## src/common/pattern_defs.vh

```
// Purpose: constants of the timed pattern output register block
// Assumes: haddr bits 17:2 carry the register index, byte address is four times it
// Notes: every register is one aligned word, data in bits 7:0
`ifndef PATTERN_DEFS_VH
`define PATTERN_DEFS_VH
// ----------------------------------------------------------------
// register indices; byte address is four times the index, so one index step is one word
// ----------------------------------------------------------------
`define ADDR_NEXT_HIGH 16'hffa4
`define ADDR_NEXT_LOW 16'hffa5
`define ADDR_NEXT_G2_ALT 16'hffa6
`define ADDR_NEXT_G0_ALT 16'hffa7
`define ADDR_PORT_A_DIR 16'hffd1
`define ADDR_PORT_A_DATA 16'hffd3
`define ADDR_PORT_B_DIR 16'hffd4
`define ADDR_PORT_B_DATA 16'hffd6
`define ADDR_MODE 16'hffa0
`define ADDR_TRIG_SEL 16'hffa1
`define ADDR_HIGH_EN 16'hffa2
`define ADDR_LOW_EN 16'hffa3
`define IDX_MSB 17
`define IDX_LSB 2
`define RST_IDX 16'h0000
// ----------------------------------------------------------------
// reset values and fields
// ----------------------------------------------------------------
`define RST_BYTE 8'h00
`define RST_TRIG_SEL 8'hff
`define RST_MODE 8'hf0
`define ONES_NIB 4'hf
`define BIT_FOURTEEN 6
`define HTRANS_NONSEQ 2'b10
`define HRESP_OKAY 1'b0
`endif

```

## src/rtl/group_trigger.v

```verilog
// Purpose: pick one compare-match strobe for a group
// Assumes: strobes are one cycle wide
// Notes: purely combinational
`timescale 1ns/100ps
module group_trigger (
  input wire [3:0] match_strobe,
  input wire [1:0] select,
  output wire fire
);
  assign fire = match_strobe[select];
endmodule // group_trigger

```

## src/rtl/pattern_byte.v

```verilog
// Purpose: one 8-bit port data register with pattern transfer
// Assumes: fire_lo/fire_hi are one-cycle strobes
// Notes: hardware copy wins over software write per bit
`timescale 1ns/100ps
`include "pattern_defs.vh"
module pattern_byte (
  input wire hclk,
  input wire hresetn,
  input wire wr,
  input wire [7:0] wdata,
  input wire [7:0] enable,
  input wire [7:0] next_data,
  input wire fire_lo,
  input wire fire_hi,
  output reg [7:0] data_reg
);
  reg [7:0] data_next;
  wire [7:0] fire_mask;
  assign fire_mask = {{4{fire_hi}}, {4{fire_lo}}} & enable;
  always @*
  begin
    data_next = data_reg;
    if (wr)
    begin
      data_next = (data_reg & enable) | (wdata & ~enable);
    end
    data_next = (data_next & ~fire_mask) | (next_data & fire_mask);
  end
  always @(posedge hclk or negedge hresetn)
  begin
    if (!hresetn)
    begin
      data_reg <= `RST_BYTE;
    end
    else
    begin
      data_reg <= data_next;
    end
  end
endmodule // pattern_byte

```

## src/rtl/pattern_output_unit.v

```verilog
// Purpose: register file and transfer logic of the pattern output unit
// Assumes: ahb-lite single word transfers, one slave; standby reset on hw_standby
// Notes: reads take one wait state; unmapped indices read zero, writes dropped
`timescale 1ns/100ps
`include "pattern_defs.vh"
module pattern_output_unit (
  input wire hclk,
  input wire hresetn,
  input wire hw_standby,
  input wire hsel,
  input wire [31:0] haddr,
  input wire [1:0] htrans,
  input wire hwrite,
  input wire [2:0] hsize,
  input wire [31:0] hwdata,
  input wire hready,
  output reg [31:0] hrdata,
  output reg hreadyout,
  output reg hresp,
  input wire [3:0] match_strobe,
  output reg [7:0] port_a_pins,
  output reg [7:0] port_a_pins_oe,
  output reg [7:0] port_b_pins,
  output reg [7:0] port_b_pins_oe
);
  // ----------------------------------------------------------------
  // registers
  // ----------------------------------------------------------------
  // standby acts as a second reset; it is a level, so applied synchronously
  reg [7:0] port_a_direction_reg;
  reg [7:0] port_b_direction_reg;
  reg [7:0] next_data_low_groups_reg;
  reg [7:0] next_data_high_groups_reg;
  reg [7:0] low_groups_output_enable_reg;
  reg [7:0] high_groups_output_enable_reg;
  reg [7:0] trigger_select_register_reg;
  reg [7:0] overlap_mode_register_reg;
  wire [7:0] port_a_output_data;
  wire [7:0] port_b_output_data;
  localparam BUS_IDLE = 2'b00;
  localparam BUS_WRITE = 2'b01;
  localparam BUS_READ = 2'b10;
  reg [1:0] bus_state_reg;
  reg [1:0] bus_state_next;
  reg [15:0] addr_reg;
  wire [15:0] bus_idx;
  wire take;
  wire wr_now;
  wire rd_now;
  wire low_shared;
  wire high_shared;
  wire [3:0] fire;
  reg [7:0] rd_byte;

  function hit;
    input [15:0] a;
    input [15:0] b;
    begin
      hit = (a == b);
    end
  endfunction

  function [7:0] nib_write;
    input [7:0] old;
    input [7:0] wd;
    input hi_en;
    input lo_en;
    begin
      nib_write = {hi_en ? wd[7:4] : old[7:4], lo_en ? wd[3:0] : old[3:0]};
    end
  endfunction

  function [1:0] start_state;
    input t;
    input w;
    begin
      start_state = BUS_IDLE;
      if (t)
      begin
        start_state = w ? BUS_WRITE : BUS_READ;
      end
    end
  endfunction

  // ----------------------------------------------------------------
  // bus front end
  // ----------------------------------------------------------------
  // reads wait one cycle so a write still in its data phase
  // has landed before the read value is picked
  assign bus_idx = haddr[`IDX_MSB:`IDX_LSB];
  assign take = hsel && hready && (htrans == `HTRANS_NONSEQ);
  assign wr_now = (bus_state_reg == BUS_WRITE);
  assign rd_now = (bus_state_reg == BUS_READ);

  always @*
  begin
    bus_state_next = BUS_IDLE;
    case (bus_state_reg)
      BUS_IDLE:
      begin
        bus_state_next = start_state(take, hwrite);
      end
      BUS_WRITE:
      begin
        bus_state_next = start_state(take, hwrite);
      end
      BUS_READ:
      begin
        bus_state_next = BUS_IDLE;
      end
      default:
      begin
        bus_state_next = BUS_IDLE;
      end
    endcase
  end

  always @(posedge hclk or negedge hresetn)
  begin
    if (!hresetn)
    begin
      bus_state_reg <= BUS_IDLE;
      addr_reg <= `RST_IDX;
      hreadyout <= 1'b1;
      hresp <= `HRESP_OKAY;
    end
    else
    begin
      bus_state_reg <= bus_state_next;
      if (take)
      begin
        addr_reg <= bus_idx;
      end
      hreadyout <= (bus_state_next != BUS_READ);
      hresp <= `HRESP_OKAY;
    end
  end

  assign low_shared = trigger_select_register_reg[1:0] == trigger_select_register_reg[3:2];
  assign high_shared = trigger_select_register_reg[5:4] == trigger_select_register_reg[7:6];

  // ----------------------------------------------------------------
  // read mux, data registered for the data phase
  // ----------------------------------------------------------------
  always @*
  begin
    rd_byte = 8'h00;
    if (hit(addr_reg, `ADDR_NEXT_LOW))
    begin
      rd_byte = low_shared ? next_data_low_groups_reg :
        {next_data_low_groups_reg[7:4], `ONES_NIB};
    end
    else if (hit(addr_reg, `ADDR_NEXT_G0_ALT))
    begin
      rd_byte = low_shared ? 8'hff : {`ONES_NIB, next_data_low_groups_reg[3:0]};
    end
    else if (hit(addr_reg, `ADDR_NEXT_HIGH))
    begin
      rd_byte = high_shared ? next_data_high_groups_reg :
        {next_data_high_groups_reg[7:4], `ONES_NIB};
    end
    else if (hit(addr_reg, `ADDR_NEXT_G2_ALT))
    begin
      rd_byte = high_shared ? 8'hff : {`ONES_NIB, next_data_high_groups_reg[3:0]};
    end
    else if (hit(addr_reg, `ADDR_PORT_A_DATA))
    begin
      rd_byte = port_a_output_data;
    end
    else if (hit(addr_reg, `ADDR_PORT_B_DATA))
    begin
      rd_byte = port_b_output_data;
    end
    else if (hit(addr_reg, `ADDR_LOW_EN))
    begin
      rd_byte = low_groups_output_enable_reg;
    end
    else if (hit(addr_reg, `ADDR_HIGH_EN))
    begin
      rd_byte = high_groups_output_enable_reg;
    end
    else if (hit(addr_reg, `ADDR_TRIG_SEL))
    begin
      rd_byte = trigger_select_register_reg;
    end
    else if (hit(addr_reg, `ADDR_MODE))
    begin
      rd_byte = overlap_mode_register_reg;
    end
    // direction registers are write-only and read zero
  end

  always @(posedge hclk or negedge hresetn)
  begin
    if (!hresetn)
    begin
      hrdata <= 32'h00000000;
    end
    else if (rd_now)
    begin
      hrdata <= {24'h000000, rd_byte};
    end
  end

  // ----------------------------------------------------------------
  // control registers
  // ----------------------------------------------------------------
  always @(posedge hclk or negedge hresetn)
  begin
    if (!hresetn)
    begin
      port_a_direction_reg <= `RST_BYTE;
      port_b_direction_reg <= `RST_BYTE;
      low_groups_output_enable_reg <= `RST_BYTE;
      high_groups_output_enable_reg <= `RST_BYTE;
      trigger_select_register_reg <= `RST_TRIG_SEL;
      overlap_mode_register_reg <= `RST_MODE;
    end
    else if (hw_standby)
    begin
      port_a_direction_reg <= `RST_BYTE;
      port_b_direction_reg <= `RST_BYTE;
      low_groups_output_enable_reg <= `RST_BYTE;
      high_groups_output_enable_reg <= `RST_BYTE;
      trigger_select_register_reg <= `RST_TRIG_SEL;
      overlap_mode_register_reg <= `RST_MODE;
    end
    else if (wr_now)
    begin
      if (hit(addr_reg, `ADDR_PORT_A_DIR))
      begin
        port_a_direction_reg <= hwdata[7:0];
      end
      if (hit(addr_reg, `ADDR_PORT_B_DIR))
      begin
        port_b_direction_reg <= hwdata[7:0];
      end
      if (hit(addr_reg, `ADDR_LOW_EN))
      begin
        low_groups_output_enable_reg <= hwdata[7:0];
      end
      if (hit(addr_reg, `ADDR_HIGH_EN))
      begin
        high_groups_output_enable_reg <= hwdata[7:0];
      end
      if (hit(addr_reg, `ADDR_TRIG_SEL))
      begin
        trigger_select_register_reg <= hwdata[7:0];
      end
      if (hit(addr_reg, `ADDR_MODE))
      begin
        overlap_mode_register_reg <= hwdata[7:0];
      end
    end
  end

  // ----------------------------------------------------------------
  // next data registers with address remap
  // ----------------------------------------------------------------
  // sharing is judged at the data phase, with the select value in force then
  always @(posedge hclk or negedge hresetn)
  begin
    if (!hresetn)
    begin
      next_data_low_groups_reg <= `RST_BYTE;
      next_data_high_groups_reg <= `RST_BYTE;
    end
    else if (hw_standby)
    begin
      next_data_low_groups_reg <= `RST_BYTE;
      next_data_high_groups_reg <= `RST_BYTE;
    end
    else if (wr_now)
    begin
      if (hit(addr_reg, `ADDR_NEXT_LOW))
      begin
        next_data_low_groups_reg <= nib_write(next_data_low_groups_reg, hwdata[7:0], 1'b1, low_shared);
      end
      else if (hit(addr_reg, `ADDR_NEXT_G0_ALT))
      begin
        next_data_low_groups_reg <= nib_write(next_data_low_groups_reg, hwdata[7:0], 1'b0, !low_shared);
      end
      else if (hit(addr_reg, `ADDR_NEXT_HIGH))
      begin
        next_data_high_groups_reg <= nib_write(next_data_high_groups_reg, hwdata[7:0], 1'b1, high_shared);
      end
      else if (hit(addr_reg, `ADDR_NEXT_G2_ALT))
      begin
        next_data_high_groups_reg <= nib_write(next_data_high_groups_reg, hwdata[7:0], 1'b0, !high_shared);
      end
    end
  end

  // ----------------------------------------------------------------
  // trigger selection per group
  // ----------------------------------------------------------------
  group_trigger u_trig0 (.match_strobe(match_strobe), .select(trigger_select_register_reg[1:0]), .fire(fire[0]));
  group_trigger u_trig1 (.match_strobe(match_strobe), .select(trigger_select_register_reg[3:2]), .fire(fire[1]));
  group_trigger u_trig2 (.match_strobe(match_strobe), .select(trigger_select_register_reg[5:4]), .fire(fire[2]));
  group_trigger u_trig3 (.match_strobe(match_strobe), .select(trigger_select_register_reg[7:6]), .fire(fire[3]));

  // ----------------------------------------------------------------
  // port data registers
  // ----------------------------------------------------------------
  pattern_byte u_port_a (
    .hclk(hclk),
    .hresetn(hresetn),
    .wr(wr_now && hit(addr_reg, `ADDR_PORT_A_DATA)),
    .wdata(hwdata[7:0]),
    .enable(low_groups_output_enable_reg),
    .next_data(next_data_low_groups_reg),
    .fire_lo(fire[0]),
    .fire_hi(fire[1]),
    .data_reg(port_a_output_data)
  );

  pattern_byte u_port_b (
    .hclk(hclk),
    .hresetn(hresetn),
    .wr(wr_now && hit(addr_reg, `ADDR_PORT_B_DATA)),
    .wdata(hwdata[7:0]),
    .enable(high_groups_output_enable_reg),
    .next_data(next_data_high_groups_reg),
    .fire_lo(fire[2]),
    .fire_hi(fire[3]),
    .data_reg(port_b_output_data)
  );

  // ----------------------------------------------------------------
  // pin drivers, registered; one cycle behind the data registers
  // ----------------------------------------------------------------
  always @(posedge hclk or negedge hresetn)
  begin
    if (!hresetn)
    begin
      port_a_pins <= `RST_BYTE;
      port_a_pins_oe <= `RST_BYTE;
      port_b_pins <= `RST_BYTE;
      port_b_pins_oe <= `RST_BYTE;
    end
    else
    begin
      port_a_pins <= port_a_output_data;
      port_a_pins_oe <= port_a_direction_reg;
      port_b_pins <= port_b_output_data;
      port_b_pins_oe <= port_b_direction_reg;
      port_b_pins[`BIT_FOURTEEN] <= 1'b0;
      port_b_pins_oe[`BIT_FOURTEEN] <= 1'b0;
    end
  end
endmodule // pattern_output_unit

```

## config.mk

```make
export PLATFORM = sky130hd
export DESIGN_NAME = pattern_output_unit
export DESIGN_NICKNAME = d
export VERILOG_FILES = /design/src/rtl/group_trigger.v /design/src/rtl/pattern_byte.v /design/src/rtl/pattern_output_unit.v
export VERILOG_INCLUDE_DIRS = /design/src /design/src/common
export SDC_FILE = /design/constraint.sdc
export NUM_CORES = 1
export LEC_CHECK = 0
export ABC_AREA = 1
export BUFFER_PORTS_ARGS = -buffer_cell sky130_fd_sc_hd__buf_2
export CAP_MARGIN = 20
export CORE_MARGIN = 2
export CORE_UTILIZATION = 59
export DETAILED_ROUTE_END_ITERATION = 16
export PLACE_DENSITY = 0.86
export SYNTH_ARGS = -nofsm -noshare
export SYNTH_HDL_FRONTEND = slang
export SYNTH_SLANG_ARGS = --single-unit
```

## constraint.sdc

```tcl
create_clock -name hclk -period 2.35 [get_ports hclk]
set_clock_uncertainty 0.05 [all_clocks]
set_input_delay 0.47 -clock hclk [delete_from_list [all_inputs] [get_ports hclk]]
set_output_delay 0.47 -clock hclk [all_outputs]
set_load 0.05 [all_outputs]
```

# Word level (Yosys, flattened, before mapping)
# Cells that the tools add are included.
op_classes:
  n_lt_le_gt_ge: 4
  n_reduce_logical: 27
  mux: 59
  n_eq_ne: 24
  n_bitwise: 18
op_table:
  columns: ["cell", "count"]
  rows:
  - ["$mux 8", 38]
  - ["$eq 16x16->1 const B", 12]
  - ["$and 8x8->8", 10]
  - ["$mux 4", 10]
  - ["$not 8->8", 4]
  - ["$or 8x8->8", 4]
  - ["$reduce_bool 2->1", 9]
  - ["$reduce_and 2->1", 7]
  - ["$lt 2x3->1 const B", 4]
  - ["$bmux 1 s2", 4]
  - ["$reduce_and 4->1", 2]
  - ["$mux 2", 3]
  - ["$ne 2x2->1 const B", 3]
  - ["$ne 3x2->1 const B", 2]
  - ["$ne 3x3->1 const B", 2]
  - ["$reduce_and 6->1", 1]
  - ["$reduce_bool 3->1", 2]
  - ["$eq 2x2->1", 2]
  - ["$eq 2x2->1 const B", 2]
  - ["$logic_and 1x1->1", 4]
  - ["$mux 1", 4]
  - ["$eq 2x1->1 const B", 1]
  - ["$logic_not 2->1", 1]
  - ["$reduce_or 2->1", 1]
totals:
  register_bits: 137
  wordCells: 152

# Longest topological paths before layout
depth:
  word_depth: 11
  depth_mapped: 14
  mapped_depth_nobuf: 14

# Hierarchy
# From an unflattened synthesis, not the netlist that was laid out.
hier_totals:
  hier_cells: 854
  hier_area_um2: 6794.0
by_module_without_submodules:
  columns: ["mod", "cells_per_inst", "area_each_um2", "seq_area_each_um2", "n_inst"]
  rows:
  - ["pattern_output_unit", 634, 5495.3, 3019.1, 1]
  - ["pattern_byte", 84, 546.8, 200.2, 2]
  - ["group_trigger", 13, 51.3, 0.0, 4]

# Worst setup path before layout
# No wires, ideal clock.
synth_timing:
  path_kind: "register -> register"
  from: "reg addr_reg[3]"
  to: "reg hrdata[5]"
  stages_incl_launch_ff: 12
  slack_ns: 0.747
  setup_ns: 0.118
  arrival_ns: 1.435
  synth_period_minus_slack_ns: 1.603
  path_buffers: 0
  path_cell_list: "dfrtp_1 > nor2_2 > nand3_1 > nor2_1 > inv_2 > nor2_2 > inv_2 > or2_0 > nand2_1 > nand3b_1 > nand2_1 > nand2_1"
synth_between:
  elab_chain_len: 11
  elab_cells_between_ends: 20
  classes_between: "eq/ne: 10; mux: 10"
synth_lines:
  columns: ["item", "line_no", "text"]
  rows:
  - ["start, declared", "pattern_output_unit.v:45", "reg [15:0] addr_reg;"]
  - ["start signal, assigned", "pattern_output_unit.v:123", "addr_reg <= `RST_IDX;"]
  - ["start signal, assigned", "pattern_output_unit.v:132", "addr_reg <= bus_idx;"]
  - ["$eq 16x16->1", "pattern_output_unit.v:59", "hit = (a == b);"]
  - ["$mux 8", "pattern_output_unit.v:186", "else if (hit(addr_reg, `ADDR_MODE))"]
  - ["$mux 8", "pattern_output_unit.v:182", "else if (hit(addr_reg, `ADDR_TRIG_SEL))"]
  - ["$mux 8", "pattern_output_unit.v:178", "else if (hit(addr_reg, `ADDR_HIGH_EN))"]
  - ["$mux 8", "pattern_output_unit.v:174", "else if (hit(addr_reg, `ADDR_LOW_EN))"]
  - ["$mux 8", "pattern_output_unit.v:170", "else if (hit(addr_reg, `ADDR_PORT_B_DATA))"]
  - ["$mux 8", "pattern_output_unit.v:166", "else if (hit(addr_reg, `ADDR_PORT_A_DATA))"]
  - ["$mux 8", "pattern_output_unit.v:162", "else if (hit(addr_reg, `ADDR_NEXT_G2_ALT))"]
  - ["$mux 8", "pattern_output_unit.v:157", "else if (hit(addr_reg, `ADDR_NEXT_HIGH))"]
  - ["$mux 8", "pattern_output_unit.v:153", "else if (hit(addr_reg, `ADDR_NEXT_G0_ALT))"]
  - ["$mux 8 *", "pattern_output_unit.v:148", "if (hit(addr_reg, `ADDR_NEXT_LOW))"]
  - ["end signal, assigned", "pattern_output_unit.v:201", "hrdata <= {24'h000000, rd_byte};"]
  - ["end, declared", "pattern_output_unit.v:17", "output reg [31:0] hrdata,"]
# Mark *: on every way between the ends. The rest lies on a longest branch, timed or not.
# A chain may end at the register's enable or synchronous reset.

# Final worst setup path
layout_timing:
  from: "reg addr_reg[5]"
  to: "reg hrdata[2]"
# The elaborated chain is that of the path after synthesis.

==> results.md <==
- Tmin final: 2050 ps
- Synth Register Bits: 136
- WL final: 16400 microns
- Slew HR: 58.4%
- Largest net degree at the start of global routing: 54
- Core ar.: 10800 sq um
- CTS resizes: 0
- Crit-path slowest cell: dfrtp_1
- Reg2Reg Launch Point: addr_reg[5]$_DFFE_PN0P_
- Drt first pass iters: 6
- I/O Buffers: 74
- P per Cell Area: 878 nW/um^2
- Initial antenna violation count: 0
- Clock transition at path regs: 60 ps
- Mapped Cells: 769
- YS warnings: 0
- Hold Crit Start: hwrite
- TritonCTS clock tree: built
- Post-synthesis sequential area ratio: 52.2%
- CTS root buf: clkbuf_8
- Fin crit share: 87.2%
- Setup CP Type: register to register
- Number of synthesized flops with an enable pin: 0
- Status: completed
- Cell Count, Final, Fillers Out: 1011
- DRC viols: 0
- Vias in the first global route: 5287
- CP Max Fanout: 11
- Placed insts: 977
- Crit-path cells: nand2_1 > inv_1 > nand2_2 > nor2_1 > nand2_1 > nor2_1 > nor2_1 > nand4_1 > nor2_1 > nand4_1 > nand2_1 > nand2_1
- Worst setup startpoint: addr_reg[5]$_DFFE_PN0P_
- Max clock buf depth: 2
- CP arrival: 2440 ps
- Top Ports: 145
- HPWL after detailed placement: 11400 microns
- Filler Cell Count: 826
- Unrepaired setup endpoints after global routing: false
- Avg Inst Size Synth: 8.52 sq um
- GPL Wtd Cong: 0.961
- Final hold violations: 0
- Postcts setup bufs: 0
- Setup TNS: 0 ps
- CP required: 2740 ps
- Layout area overhead: 15.8%
- Prevailing post-synth register cell: dfrtp_1
- Peak Freq: 488 MHz
- Via density: 5.61
- Total die area: 12000 sq um
- Initial Util: 60.5%
- HP Class: input pin to register
- ANT cells: 0
- Leakage power: 3.80 nW
- Via count: 5669
- Remaining antenna violation count after routing: 0
- Grt total ovfl: 0
- VDD IR max: 792 uV
- Die width: 109 microns
- Power Total: 6.66 mW
- H-tree levels: 4
- DIE HEIGHT: 109 microns
- Critical path startpoint category: register
- Async set-or-reset flop fraction in the synthesized netlist: 100%
- Clk sinks: 136
- DR iter-0 viols: 600
- # rows: 38
- Share of cells above drive strength 1: 20.8%
- Critical Path End Type: register
- Yosys cell types: 49
- Finish-stage setup viols: 0
- Wire length per cell: 16.2 microns
- # nets final: 937
- Mapped Area: 6560 sq um
- Cts bufs inserted: 17
- Max Slew Vio Count: 0
- Worst slew pin tran: 624 ps
- First-pass GRT wire length: 26400 microns
- Setup slack, reg-to-reg: 300 ps
- Gr usage total: 29.6%
- Slowest cell delay on critical path: 410 ps
- Max cap viols: 0
- Clock Latency Late Sink: 550 ps
==> synthesized netlist by cell type, types with 9 or more instances <==
| cell | number | share of area, % |
|---|---|---|
| inv_2 | 12 | 0.69 |
| o21ai_0 | 60 | 4.6 |
| buf_4 | 29 | 3.3 |
| dfstp_2 | 13 | 5.2 |
| inv_1 | 67 | 3.8 |
| nor2_1 | 62 | 3.6 |
| nor2_2 | 9 | 0.86 |
| o21ai_1 | 25 | 1.9 |
| a21oi_1 | 9 | 0.69 |
| nand2_1 | 214 | 12 |
| nand3_1 | 46 | 3.5 |
| dfrtp_1 | 123 | 47 |
==> metrics by stage <==
stage | utilization (%) | setup slack [ps] | area, sq um | hold WS (ps)
2_1_floorplan | - | 747 | 6650 | 124
3_3_place_gp | 64.5 | 353 | 6990 | 305
3_5_place_dp | 64.5 | 255 | 6990 | 312
4_1_cts | 69.9 | 199 | 7580 | 44.9
5_1_grt | 70.0 | 169 | 7590 | 61.2
6_report | 70.0 | 300 | 7590 | 56.3
==> placed cells by master (no fill, tap or decap), types with 4 or more instances in the layout <==
| cell type | netlist | layout |
|---|---|---|
| nand2_1 | 214 | 214 |
| dfrtp_1 | 123 | 123 |
| buf_2 | 6 | 73 |
| inv_1 | 67 | 67 |
| nor2_1 | 62 | 62 |
| o21ai_0 | 60 | 60 |
| nand3_1 | 46 | 46 |
| conb_1 | 1 | 27 |
| o21ai_1 | 25 | 25 |
| clkbuf_16 | 0 | 16 |
| dfstp_2 | 13 | 13 |
| inv_2 | 12 | 12 |
| buf_4 | 29 | 12 |
| nor2_2 | 9 | 9 |
| a21oi_1 | 9 | 9 |
| nand4_1 | 8 | 8 |
| o21ai_2 | 8 | 8 |
| a31oi_1 | 8 | 8 |
| o311ai_1 | 7 | 7 |
| o221ai_1 | 6 | 6 |
| nand2_2 | 5 | 5 |
| o211ai_1 | 5 | 5 |
| clkbuf_8 | 0 | 4 |
| clkinv_4 | 0 | 4 |
==> path summary, 6_finish.rpt <==
check                           cells past startpoint                                        to
worst max-delay path                               12                     hrdata[2]$_DFFE_PN0N_
worst min-delay path                                2                bus_state_reg[1]$_DFF_PN0_
worst max register to register                     12                     hrdata[2]$_DFFE_PN0N_
worst min register to register                      0               port_a_pins_oe[6]$_DFF_PN0_
max in group asynchronous                           3                                 async pin
min in group asynchronous                           2  overlap_mode_register_reg[1]$_DFFE_PN0P_
==> layer usage <==
metal	up-vias	wire [microns]	GRT usage [%]
li1	2650	-	-
met1	2680	6620	40.0
met2	295	7750	44.8
met3	44	1510	7.59
met4	0	518	14.1
met5	-	0	0
==> logic make-up (layout without fill, tap and decap cells) <==
logic type	after synthesis	in the layout	synth area share [%]
flops	136	136	52.2
simple gates	362	362	24.0
xor+xnor	3	3	0.401
compound gates	142	142	13.8
buf+inv	125	201	9.54
other cells	1	27	0.0572
==> layout make-up <==
class,instances,area (sq um),area share (%)
inverters,81,307,4.04
multi-input cells,534,2610,34.4
flip-flops and latches,136,3420,45.1
clock inverters,10,121,1.60
clock buffers,22,463,6.10
well taps,140,175,2.31
repair buffers,88,497,6.54
==> worst max-delay path, delay by kind of cell (launching register included) <==
family	cells	cell delay [ps]
flops	1	410
simple gates	11	1440
buf+inv	1	40
==> timing repair <==
action,in CTS,in global routing
setup endpoints to repair,0,0
hold endpoints to repair,39,0
hold buffers,1,0
==> where the power goes <==
part	leakage, nW	switching (mW)	internal (mW)
Sequential	1.74	0.228	2.66
Combinational	1.78	0.874	0.273
Clock	0.286	1.02	1.60
Total	3.80	2.13	4.53
No activity file was read; power rests on OpenSTA's default activity.
